### src/hdl/sdpa_pkg.sv
// constants, states and carrier types of the dual-port sdram arbiter
// assumes one system clock domain shared by both request ports
package sdpa_pkg;

  localparam int unsigned ADDR_W = 26;  // 64 Mbyte reach
  localparam int unsigned LEN_W  = 5;

  // burst lengths in beats
  localparam logic [LEN_W-1:0] VID_BURST_LEN = 5'h10;
  localparam logic [LEN_W-1:0] SYS_BURST_LEN = 5'h08;

  // handover address field and its boundary code
  localparam int unsigned       QUAD_LSB  = 2;
  localparam logic [1:0]        QUAD_LAST = 2'h3;

  // device density codes
  localparam logic [1:0] DENS_16M  = 2'h0;
  localparam logic [1:0] DENS_64M  = 2'h1;
  localparam logic [1:0] DENS_128M = 2'h2;
  localparam logic [1:0] DENS_256M = 2'h3;

  // lowest byte-address bit of the chip index per density
  localparam int unsigned CHIP_SHIFT_16M  = 21;
  localparam int unsigned CHIP_SHIFT_64M  = 23;
  localparam int unsigned CHIP_SHIFT_128M = 24;
  localparam int unsigned CHIP_SHIFT_256M = 25;

  // reset values
  localparam logic [LEN_W-1:0] BEAT_RST = 5'h00;

  typedef enum logic [2:0] {
    SDPA_IDLE = 3'b001,
    SDPA_VID  = 3'b010,
    SDPA_SYS  = 3'b100
  } sdpa_state_t;

  typedef struct packed {
    logic              from_video;
    logic              write;
    logic [1:0]        chip;
    logic [ADDR_W-1:0] addr;
    logic [LEN_W-1:0]  len;
  } sdpa_cmd_t;

  typedef struct packed {
    logic              write;
    logic [ADDR_W-1:0] addr;
  } sdpa_sys_req_t;

endpackage

### src/hdl/sdpa_arbiter.sv
// arbiter front end of a two-port sdram controller: system bus mastership,
// video/system sdram access selection, two-entry command buffer
// assumes a burst sequencer downstream that strobes one pulse per data beat
// Operation
// - bus handover only idle or quad boundary
// - video beats system for sdram
// - video bursts are exactly 16 half-words
// - video burst uses first address only
// - system sdram bursts are eight half-words
// - one to four x16 devices, four densities
// - video burst never stalls system bus
`timescale 1ns/1ns
module sdpa_arbiter
#(
  parameter int unsigned NUM_MASTERS = 2
)
(
  input  wire logic                       SYS_CLK_IN,      // system clock
  input  wire logic                       RESET_N_IN,      // async reset
  input  wire logic [NUM_MASTERS-1:0]     BUS_REQ_IN,      // master requests
  input  wire logic                       BUS_BUSY_IN,     // transfer active
  input  wire logic [1:0]                 BUS_ADDR_IN,     // address bits 3:2
  output logic      [NUM_MASTERS-1:0]     BUS_GRANT_OUT,   // one-hot grant
  input  wire logic                       VID_REQ_IN,      // video burst req
  input  wire logic [sdpa_pkg::ADDR_W-1:0] VID_ADDR_IN,    // video address
  output logic                            VID_ACK_OUT,     // video taken
  input  wire logic                       SYS_SD_REQ_IN,   // sdram req pulse
  input  wire sdpa_pkg::sdpa_sys_req_t    SYS_SD_IN,       // sdram req data
  output logic                            SYS_SD_PEND_OUT, // request waiting
  output logic                            SYS_SD_ACK_OUT,  // request issued
  input  wire logic [1:0]                 CFG_DEVICES_IN,  // devices minus 1
  input  wire logic [1:0]                 CFG_DENSITY_IN,  // density code
  output logic                            RANGE_ERR_OUT,   // beyond devices
  output logic                            CMD_VALID_OUT,   // command valid
  output sdpa_pkg::sdpa_cmd_t             CMD_OUT,         // command word
  input  wire logic                       CMD_READY_IN,    // sequencer ready
  input  wire logic                       BEAT_IN,         // one data beat
  output logic                            VID_ACTIVE_OUT,  // video burst on
  output logic                            SYS_ACTIVE_OUT   // system burst on
);

  // elaboration guard on the master count
  if (NUM_MASTERS < 1 || NUM_MASTERS > 8)
  begin : g_bad_masters
    $error("NUM_MASTERS must be 1 to 8");
  end

  // lowest-index requester wins; master 0 parks the bus
  function automatic logic [NUM_MASTERS-1:0] pick_master
  (
    input logic [NUM_MASTERS-1:0] req
  );
    logic [NUM_MASTERS-1:0] g;
    g = '0;
    for (int i = NUM_MASTERS - 1; i >= 0; i--)
    begin
      if (req[i])
        g = '0;
      if (req[i])
        g[i] = 1'b1;
    end
    if (req == '0)
      g[0] = 1'b1;
    return g;
  endfunction

  // chip index from address and density
  function automatic logic [2:0] chip_of
  (
    input logic [sdpa_pkg::ADDR_W-1:0] a,
    input logic [1:0]                  dens
  );
    logic [sdpa_pkg::ADDR_W-1:0] s;
    s = '0;
    unique case (dens)
      sdpa_pkg::DENS_16M:  s = a >> sdpa_pkg::CHIP_SHIFT_16M;
      sdpa_pkg::DENS_64M:  s = a >> sdpa_pkg::CHIP_SHIFT_64M;
      sdpa_pkg::DENS_128M: s = a >> sdpa_pkg::CHIP_SHIFT_128M;
      sdpa_pkg::DENS_256M: s = a >> sdpa_pkg::CHIP_SHIFT_256M;
    endcase
    return (s > 3) ? 3'h4 : s[2:0];
  endfunction

  sdpa_pkg::sdpa_state_t           state_q;
  logic [sdpa_pkg::LEN_W-1:0]      beat_q;
  logic                            pend_q;
  sdpa_pkg::sdpa_sys_req_t         pend_req_q;
  sdpa_pkg::sdpa_cmd_t             tail_q;
  logic                            tail_v_q;
  logic                            full;
  logic                            issue_vid;
  logic                            issue_sys;
  logic                            push;
  logic                            pop;
  logic                            burst_end;
  logic [sdpa_pkg::LEN_W-1:0]      cur_len;
  sdpa_pkg::sdpa_cmd_t             push_cmd;
  logic [2:0]                      push_chip;

  // system bus mastership, independent of sdram traffic
  always_ff @(posedge SYS_CLK_IN or negedge RESET_N_IN)
  begin
    if (!RESET_N_IN)
      BUS_GRANT_OUT <= NUM_MASTERS'(1);
    else if (!BUS_BUSY_IN ||
             BUS_ADDR_IN == sdpa_pkg::QUAD_LAST)
      BUS_GRANT_OUT <= pick_master(BUS_REQ_IN);
  end

  assign full      = CMD_VALID_OUT && tail_v_q;
  assign issue_vid = (state_q == sdpa_pkg::SDPA_IDLE) && !full
                     && VID_REQ_IN;
  assign issue_sys = (state_q == sdpa_pkg::SDPA_IDLE) && !full
                     && !VID_REQ_IN && pend_q;
  assign push      = issue_vid || issue_sys;
  assign pop       = CMD_VALID_OUT && CMD_READY_IN;

  // command built from the first video address only
  always_comb
  begin
    push_cmd = '0;
    if (issue_vid)
    begin
      push_cmd.from_video = 1'b1;
      push_cmd.addr       = VID_ADDR_IN;
      push_cmd.len        = sdpa_pkg::VID_BURST_LEN;
    end
    else
    begin
      push_cmd.write = pend_req_q.write;
      push_cmd.addr  = pend_req_q.addr;
      push_cmd.len   = sdpa_pkg::SYS_BURST_LEN;
    end
    push_chip     = chip_of(push_cmd.addr, CFG_DENSITY_IN);
    push_cmd.chip = push_chip[1:0];
  end

  // pending system request; a new one in the issue cycle is kept
  always_ff @(posedge SYS_CLK_IN or negedge RESET_N_IN)
  begin
    if (!RESET_N_IN)
    begin
      pend_q     <= 1'b0;
      pend_req_q <= '0;
    end
    else if (SYS_SD_REQ_IN && (!pend_q || issue_sys))
    begin
      pend_q     <= 1'b1;
      pend_req_q <= SYS_SD_IN;
    end
    else if (issue_sys)
      pend_q <= 1'b0;
  end

  always_ff @(posedge SYS_CLK_IN or negedge RESET_N_IN)
  begin
    if (!RESET_N_IN)
    begin
      VID_ACK_OUT     <= 1'b0;
      SYS_SD_ACK_OUT  <= 1'b0;
      SYS_SD_PEND_OUT <= 1'b0;
      RANGE_ERR_OUT   <= 1'b0;
    end
    else
    begin
      VID_ACK_OUT     <= issue_vid;
      SYS_SD_ACK_OUT  <= issue_sys;
      SYS_SD_PEND_OUT <= (pend_q && !issue_sys) || SYS_SD_REQ_IN;
      RANGE_ERR_OUT   <= push &&
                         (push_chip > {1'b0, CFG_DEVICES_IN});
    end
  end

  // burst tracking: counts sequencer beats to the fixed length
  assign cur_len   = (state_q == sdpa_pkg::SDPA_VID) ?
                     sdpa_pkg::VID_BURST_LEN : sdpa_pkg::SYS_BURST_LEN;
  assign burst_end = BEAT_IN && (beat_q == cur_len - 5'h01);

  always_ff @(posedge SYS_CLK_IN or negedge RESET_N_IN)
  begin
    if (!RESET_N_IN)
    begin
      state_q <= sdpa_pkg::SDPA_IDLE;
      beat_q  <= sdpa_pkg::BEAT_RST;
    end
    else
    begin
      unique case (state_q)
        sdpa_pkg::SDPA_IDLE:
        begin
          beat_q <= sdpa_pkg::BEAT_RST;
          if (issue_vid)
            state_q <= sdpa_pkg::SDPA_VID;
          else if (issue_sys)
            state_q <= sdpa_pkg::SDPA_SYS;
        end
        sdpa_pkg::SDPA_VID,
        sdpa_pkg::SDPA_SYS:
        begin
          if (burst_end)
          begin
            state_q <= sdpa_pkg::SDPA_IDLE;
            beat_q  <= sdpa_pkg::BEAT_RST;
          end
          else if (BEAT_IN)
            beat_q <= beat_q + 5'h01;
        end
        default:
        begin
          state_q <= sdpa_pkg::SDPA_IDLE;
          beat_q  <= sdpa_pkg::BEAT_RST;
        end
      endcase
    end
  end

  always_ff @(posedge SYS_CLK_IN or negedge RESET_N_IN)
  begin
    if (!RESET_N_IN)
    begin
      VID_ACTIVE_OUT <= 1'b0;
      SYS_ACTIVE_OUT <= 1'b0;
    end
    else
    begin
      VID_ACTIVE_OUT <= issue_vid ||
                        (state_q == sdpa_pkg::SDPA_VID && !burst_end);
      SYS_ACTIVE_OUT <= issue_sys ||
                        (state_q == sdpa_pkg::SDPA_SYS && !burst_end);
    end
  end

  // two-entry command buffer; head register drives the outputs
  always_ff @(posedge SYS_CLK_IN or negedge RESET_N_IN)
  begin
    if (!RESET_N_IN)
    begin
      CMD_VALID_OUT <= 1'b0;
      CMD_OUT       <= '0;
      tail_v_q      <= 1'b0;
      tail_q        <= '0;
    end
    else if (pop)
    begin
      CMD_VALID_OUT <= tail_v_q || push;
      CMD_OUT       <= tail_v_q ? tail_q : push_cmd;
      tail_v_q      <= tail_v_q && push;
      if (tail_v_q && push)
        tail_q <= push_cmd;
    end
    else if (push)
    begin
      if (!CMD_VALID_OUT)
      begin
        CMD_VALID_OUT <= 1'b1;
        CMD_OUT       <= push_cmd;
      end
      else
      begin
        tail_v_q <= 1'b1;
        tail_q   <= push_cmd;
      end
    end
  end

endmodule

### config.mk
export PLATFORM = sky130hd
export DESIGN_NAME = sdpa_arbiter
export DESIGN_NICKNAME = d
export VERILOG_FILES = /design/src/hdl/sdpa_pkg.sv /design/src/hdl/sdpa_arbiter.sv
export SDC_FILE = /design/constraint.sdc
export NUM_CORES = 1
export LEC_CHECK = 0
export BUFFER_PORTS_ARGS = -buffer_cell sky130_fd_sc_hd__buf_2
export CORE_ASPECT_RATIO = 1.2
export CORE_MARGIN = 10
export CORE_UTILIZATION = 30
export CTS_CLUSTER_DIAMETER = 30
export DETAILED_ROUTE_END_ITERATION = 12
export PLACE_DENSITY = 0.55
export SETUP_SLACK_MARGIN = 0.02
export SYNTH_ARGS = -nofsm -noshare
export SYNTH_HDL_FRONTEND = slang
export SYNTH_SLANG_ARGS = --single-unit
### constraint.sdc
create_clock -name SYS_CLK_IN -period 2.5 [get_ports SYS_CLK_IN]
set_clock_uncertainty 0.2 [all_clocks]
set_input_delay 0.5 -clock SYS_CLK_IN [delete_from_list [all_inputs] [get_ports SYS_CLK_IN]]
set_output_delay 0.5 -clock SYS_CLK_IN [all_outputs]
set_load 0.02 [all_outputs]
==> metrics.csv <==
metric;value;unit
status;complete, but fails checks;
violated checks;negative setup slack;
drt first-iter violations;161;
Initial Util;30.80;%
worst path cell trace;and4bb_4 -> nand2_4 -> buf_4 -> o21ai_2 -> o21ai_1 -> nand2_1 -> ha_1 -> nor2b_1 -> o21ai_1 -> inv_1 -> a311oi_1 -> a211oi_1;
Peak VDD IR;655.0;uV
CTS tree;done;
critical path data arrival time;2.62;ns
EDFF count, synth;0;
final setup violating endpoints;1;
fin nets;663;
register area share after synthesis;53.55;%
commonest non-fill, non-tap cell in the layout;buf_2;
Syn Inst Count;463;
Peak Freq;387.1;MHz
Tcrit/Tclk final;103.3;%
CP endpoint kind;flip-flop;
worst-path fanout max;4;
switching share of power;39.16;%
multi-input logic area;2207;sq um
internal power;4.956;mW
ANT cells;0;
# Max-Cap Violations;0;
cell mode on critical path;o21ai_1;
vias per inst;4.755;
part of the power in registers;37.1;%
Pwr Total;8.146;mW
ys async rst share;100.0;%
Area Overhead vs Synth;25.32;%
FF/Latch Area;2706;sq um
synthesized area per cell;10.91;sq um
fillers;1651;
Hold Crit Depth;2;
largest net degree at the start of global routing;55;
sw power;3.190;mW
gpl congestion;0.8309;
number of distinct library cells after synthesis;52;
CP Data Required Time;2.53;ns
CP max stage cell;dfstp_2;
Final Hold Vio Count;0;
Pwr Density;1287;nW/um^2
TritonCTS buffer count;9;
most frequent cells in the layout;buf_2 (107), dfrtp_1 (105), nand2_1 (54);
Clock transition at path regs;0.07;ns
critical path depth;12;
drc violations;0;
Setup TNS Final;-0.08343;ns
# rows;51;
first-pass iteration count of the detailed router;4;
Final WS setup;-0.08343;ns
CORE AREA;16400;sq um
Reg2Reg Depth;12;
routed via count;3842;
grt total ovfl;0;
RSZ-0062 raised after global routing;true;
fin. max-slew vios;0;
clock network power share;16.4;%
min-delay src;BUS_BUSY_IN;
Die Width;138.5;um
final wirelength;12790;um
time the worst path needs with I/O delays and setup;2.583;ns
I/O Pins;112;
mapped cell area;5051;sq um
flop and latch count out of synthesis;108;
Die Y;162.1;um
insertion delay to the later sink of the worst-skew pair;0.35;ns
crit path launch;state_q[0]$_DFFE_PN1P_;
startpoint types;flip-flop;
number of global-route vias before repair;4277;
layout cell share with drive strength beyond 1;33.39;%
Sink Count;108;
initial antenna violation count;0;
CP delay by family, top;compound AO/OA/AOI/OAI gates;
first-pass GRT wire length;21430;um
HP Class;primary input to flip-flop;
hpwl dp;9719;um
Clock Tree Root;clkbuf_16;
Comb pwr share;46.5;%
CTS max path bufs;2;
Main synth FF type;dfrtp_1;
gr usage total;11.70;%
Die ar.;22450;sq um
Crit Path Class;flip-flop to flip-flop;
worst r2r src;state_q[0]$_DFFE_PN1P_;
leakage;3.084;nW
input/output buffers;108;
H-tree depth;3;
Yosys warning count;0;
Buf/Inv on CP;2;
hold slack;0.1327;ns
antenna-violating nets left;0;
crit-path max cell delay;0.57;ns
Avg WL per Cell;15.83;um
[state kept, by name (all words and copies together), names as in the netlist]
| register | cells |
|---|---|
| RANGE_ERR_OUT | 1 |
| pend_q | 1 |
| SYS_SD_ACK_OUT | 1 |
| CMD_VALID_OUT | 1 |
| tail_q | 31 |
| VID_ACK_OUT | 1 |
| SYS_ACTIVE_OUT | 1 |
| state_q | 3 |
| BUS_GRANT_OUT | 2 |
| beat_q | 5 |
| pend_req_q | 27 |
| SYS_SD_PEND_OUT | 1 |
| tail_v_q | 1 |
| CMD_OUT | 31 |
| VID_ACTIVE_OUT | 1 |
[power by group through the flow]
| stage | Clock, mW | Combinational, mW | Sequential (mW) |
|---|---|---|---|
| final | 1.34 | 3.79 | 3.02 |
| after CTS | 1.40 | 3.86 | 3.02 |
| after detailed placement | 0 | 3.83 | 3.05 |
| after floorplan | 0 | 2.26 | 3.33 |
| after global placement | 0 | 3.74 | 3.02 |
| after global routing | 1.48 | 4.23 | 3.14 |
[cell type report]
type                            count  area share (%)
Clock buffer                       11           3.835
Tap cell                          212           4.191
Multi-Input combinational cell    323           34.87
Inverter                            7          0.4151
Sequential cell                   108           42.76
Clock inverter                      4          0.3756
Timing Repair Buffer              143           13.56
[worst register-to-register path, cell delays in order, from the launching register on]
cell	delay [ns]
dfstp_2	0.57
and4bb_4	0.30
nand2_4	0.07
buf_4	0.15
o21ai_2	0.14
o21ai_1	0.09
nand2_1	0.08
ha_1	0.23
nor2b_1	0.14
o21ai_1	0.17
inv_1	0.06
a311oi_1	0.19
a211oi_1	0.08
[logic make-up after synthesis]
group                    share of synthesized area (%)
AND/OR/NAND/NOR                                  12.71
flip-flops                                       53.55
AO/OA/AOI/OAI                                    11.72
multiplexers                                     16.70
buffers and inverters                            3.815
XOR/XNOR                                        0.6937
adder cells (fa/ha/maj)                         0.7432
other                                          0.07424
[cell usage after synthesis (all sizes together), types with 3 or more instances]
cell      n  area (sq um)
a21oi    36         191.4
nand3     9         50.05
o211ai    8         60.06
clkbuf    7         26.28
or3       3         18.77
a31oi     6         37.54
dfrtp   106          2653
o21ai    38         197.7
nand2    56         225.2
nand2b    7         43.79
inv       7         26.27
mux2     50         563.0
nor2     41         153.9
mux2i    28         280.3
nor3      3         15.01
ha        3         37.54
buf      20         140.1
[per-layer routing]
metal	global-route usage, %	up-vias	part of all wire (%)
li1	-	1865	-
met2	20.36	88	50
met5	0	-	0
met1	13.06	1875	43
met4	3.887	0	1.5
met3	4.084	14	5.8
[what timing repair did]
item	in CTS	in global routing
hold buffers	1	0
endpoints found under the setup margin	1	1
pin swaps	2	3
endpoints found under the hold margin	29	0
resized for setup	3	4
setup buffers	1	1
[final timing paths]
check / to / slack [ns]
max in group asynchronous: CMD_VALID_OUT$_DFFE_PN0P_ / 0.98
max reg2reg: RANGE_ERR_OUT$_DFF_PN0_ / -0.08
min reg2reg: tail_q[24]$_DFFE_PN0P_ / 0.29
min: BUS_GRANT_OUT[0]$_DFFE_PN1P_ / 0.13
max: RANGE_ERR_OUT$_DFF_PN0_ / -0.08
min in group asynchronous: tail_v_q$_DFFE_PN0P_ / 0.45
[per-stage QoR]
step | area [sq um] | utilization (%) | worst slack (ns) | cells
CTS | 6304 | 38.44 | -0.07336 | 807
global route | 6330 | 38.60 | -0.1700 | 808
global placement | 6011 | 36.65 | -0.1906 | 790
finish | 6330 | 38.60 | -0.08343 | 808
detailed placement | 6011 | 36.65 | -0.2714 | 790
floorplan | 5074 | - | 0.02252 | 465
Power figures use the tool's default switching activity.
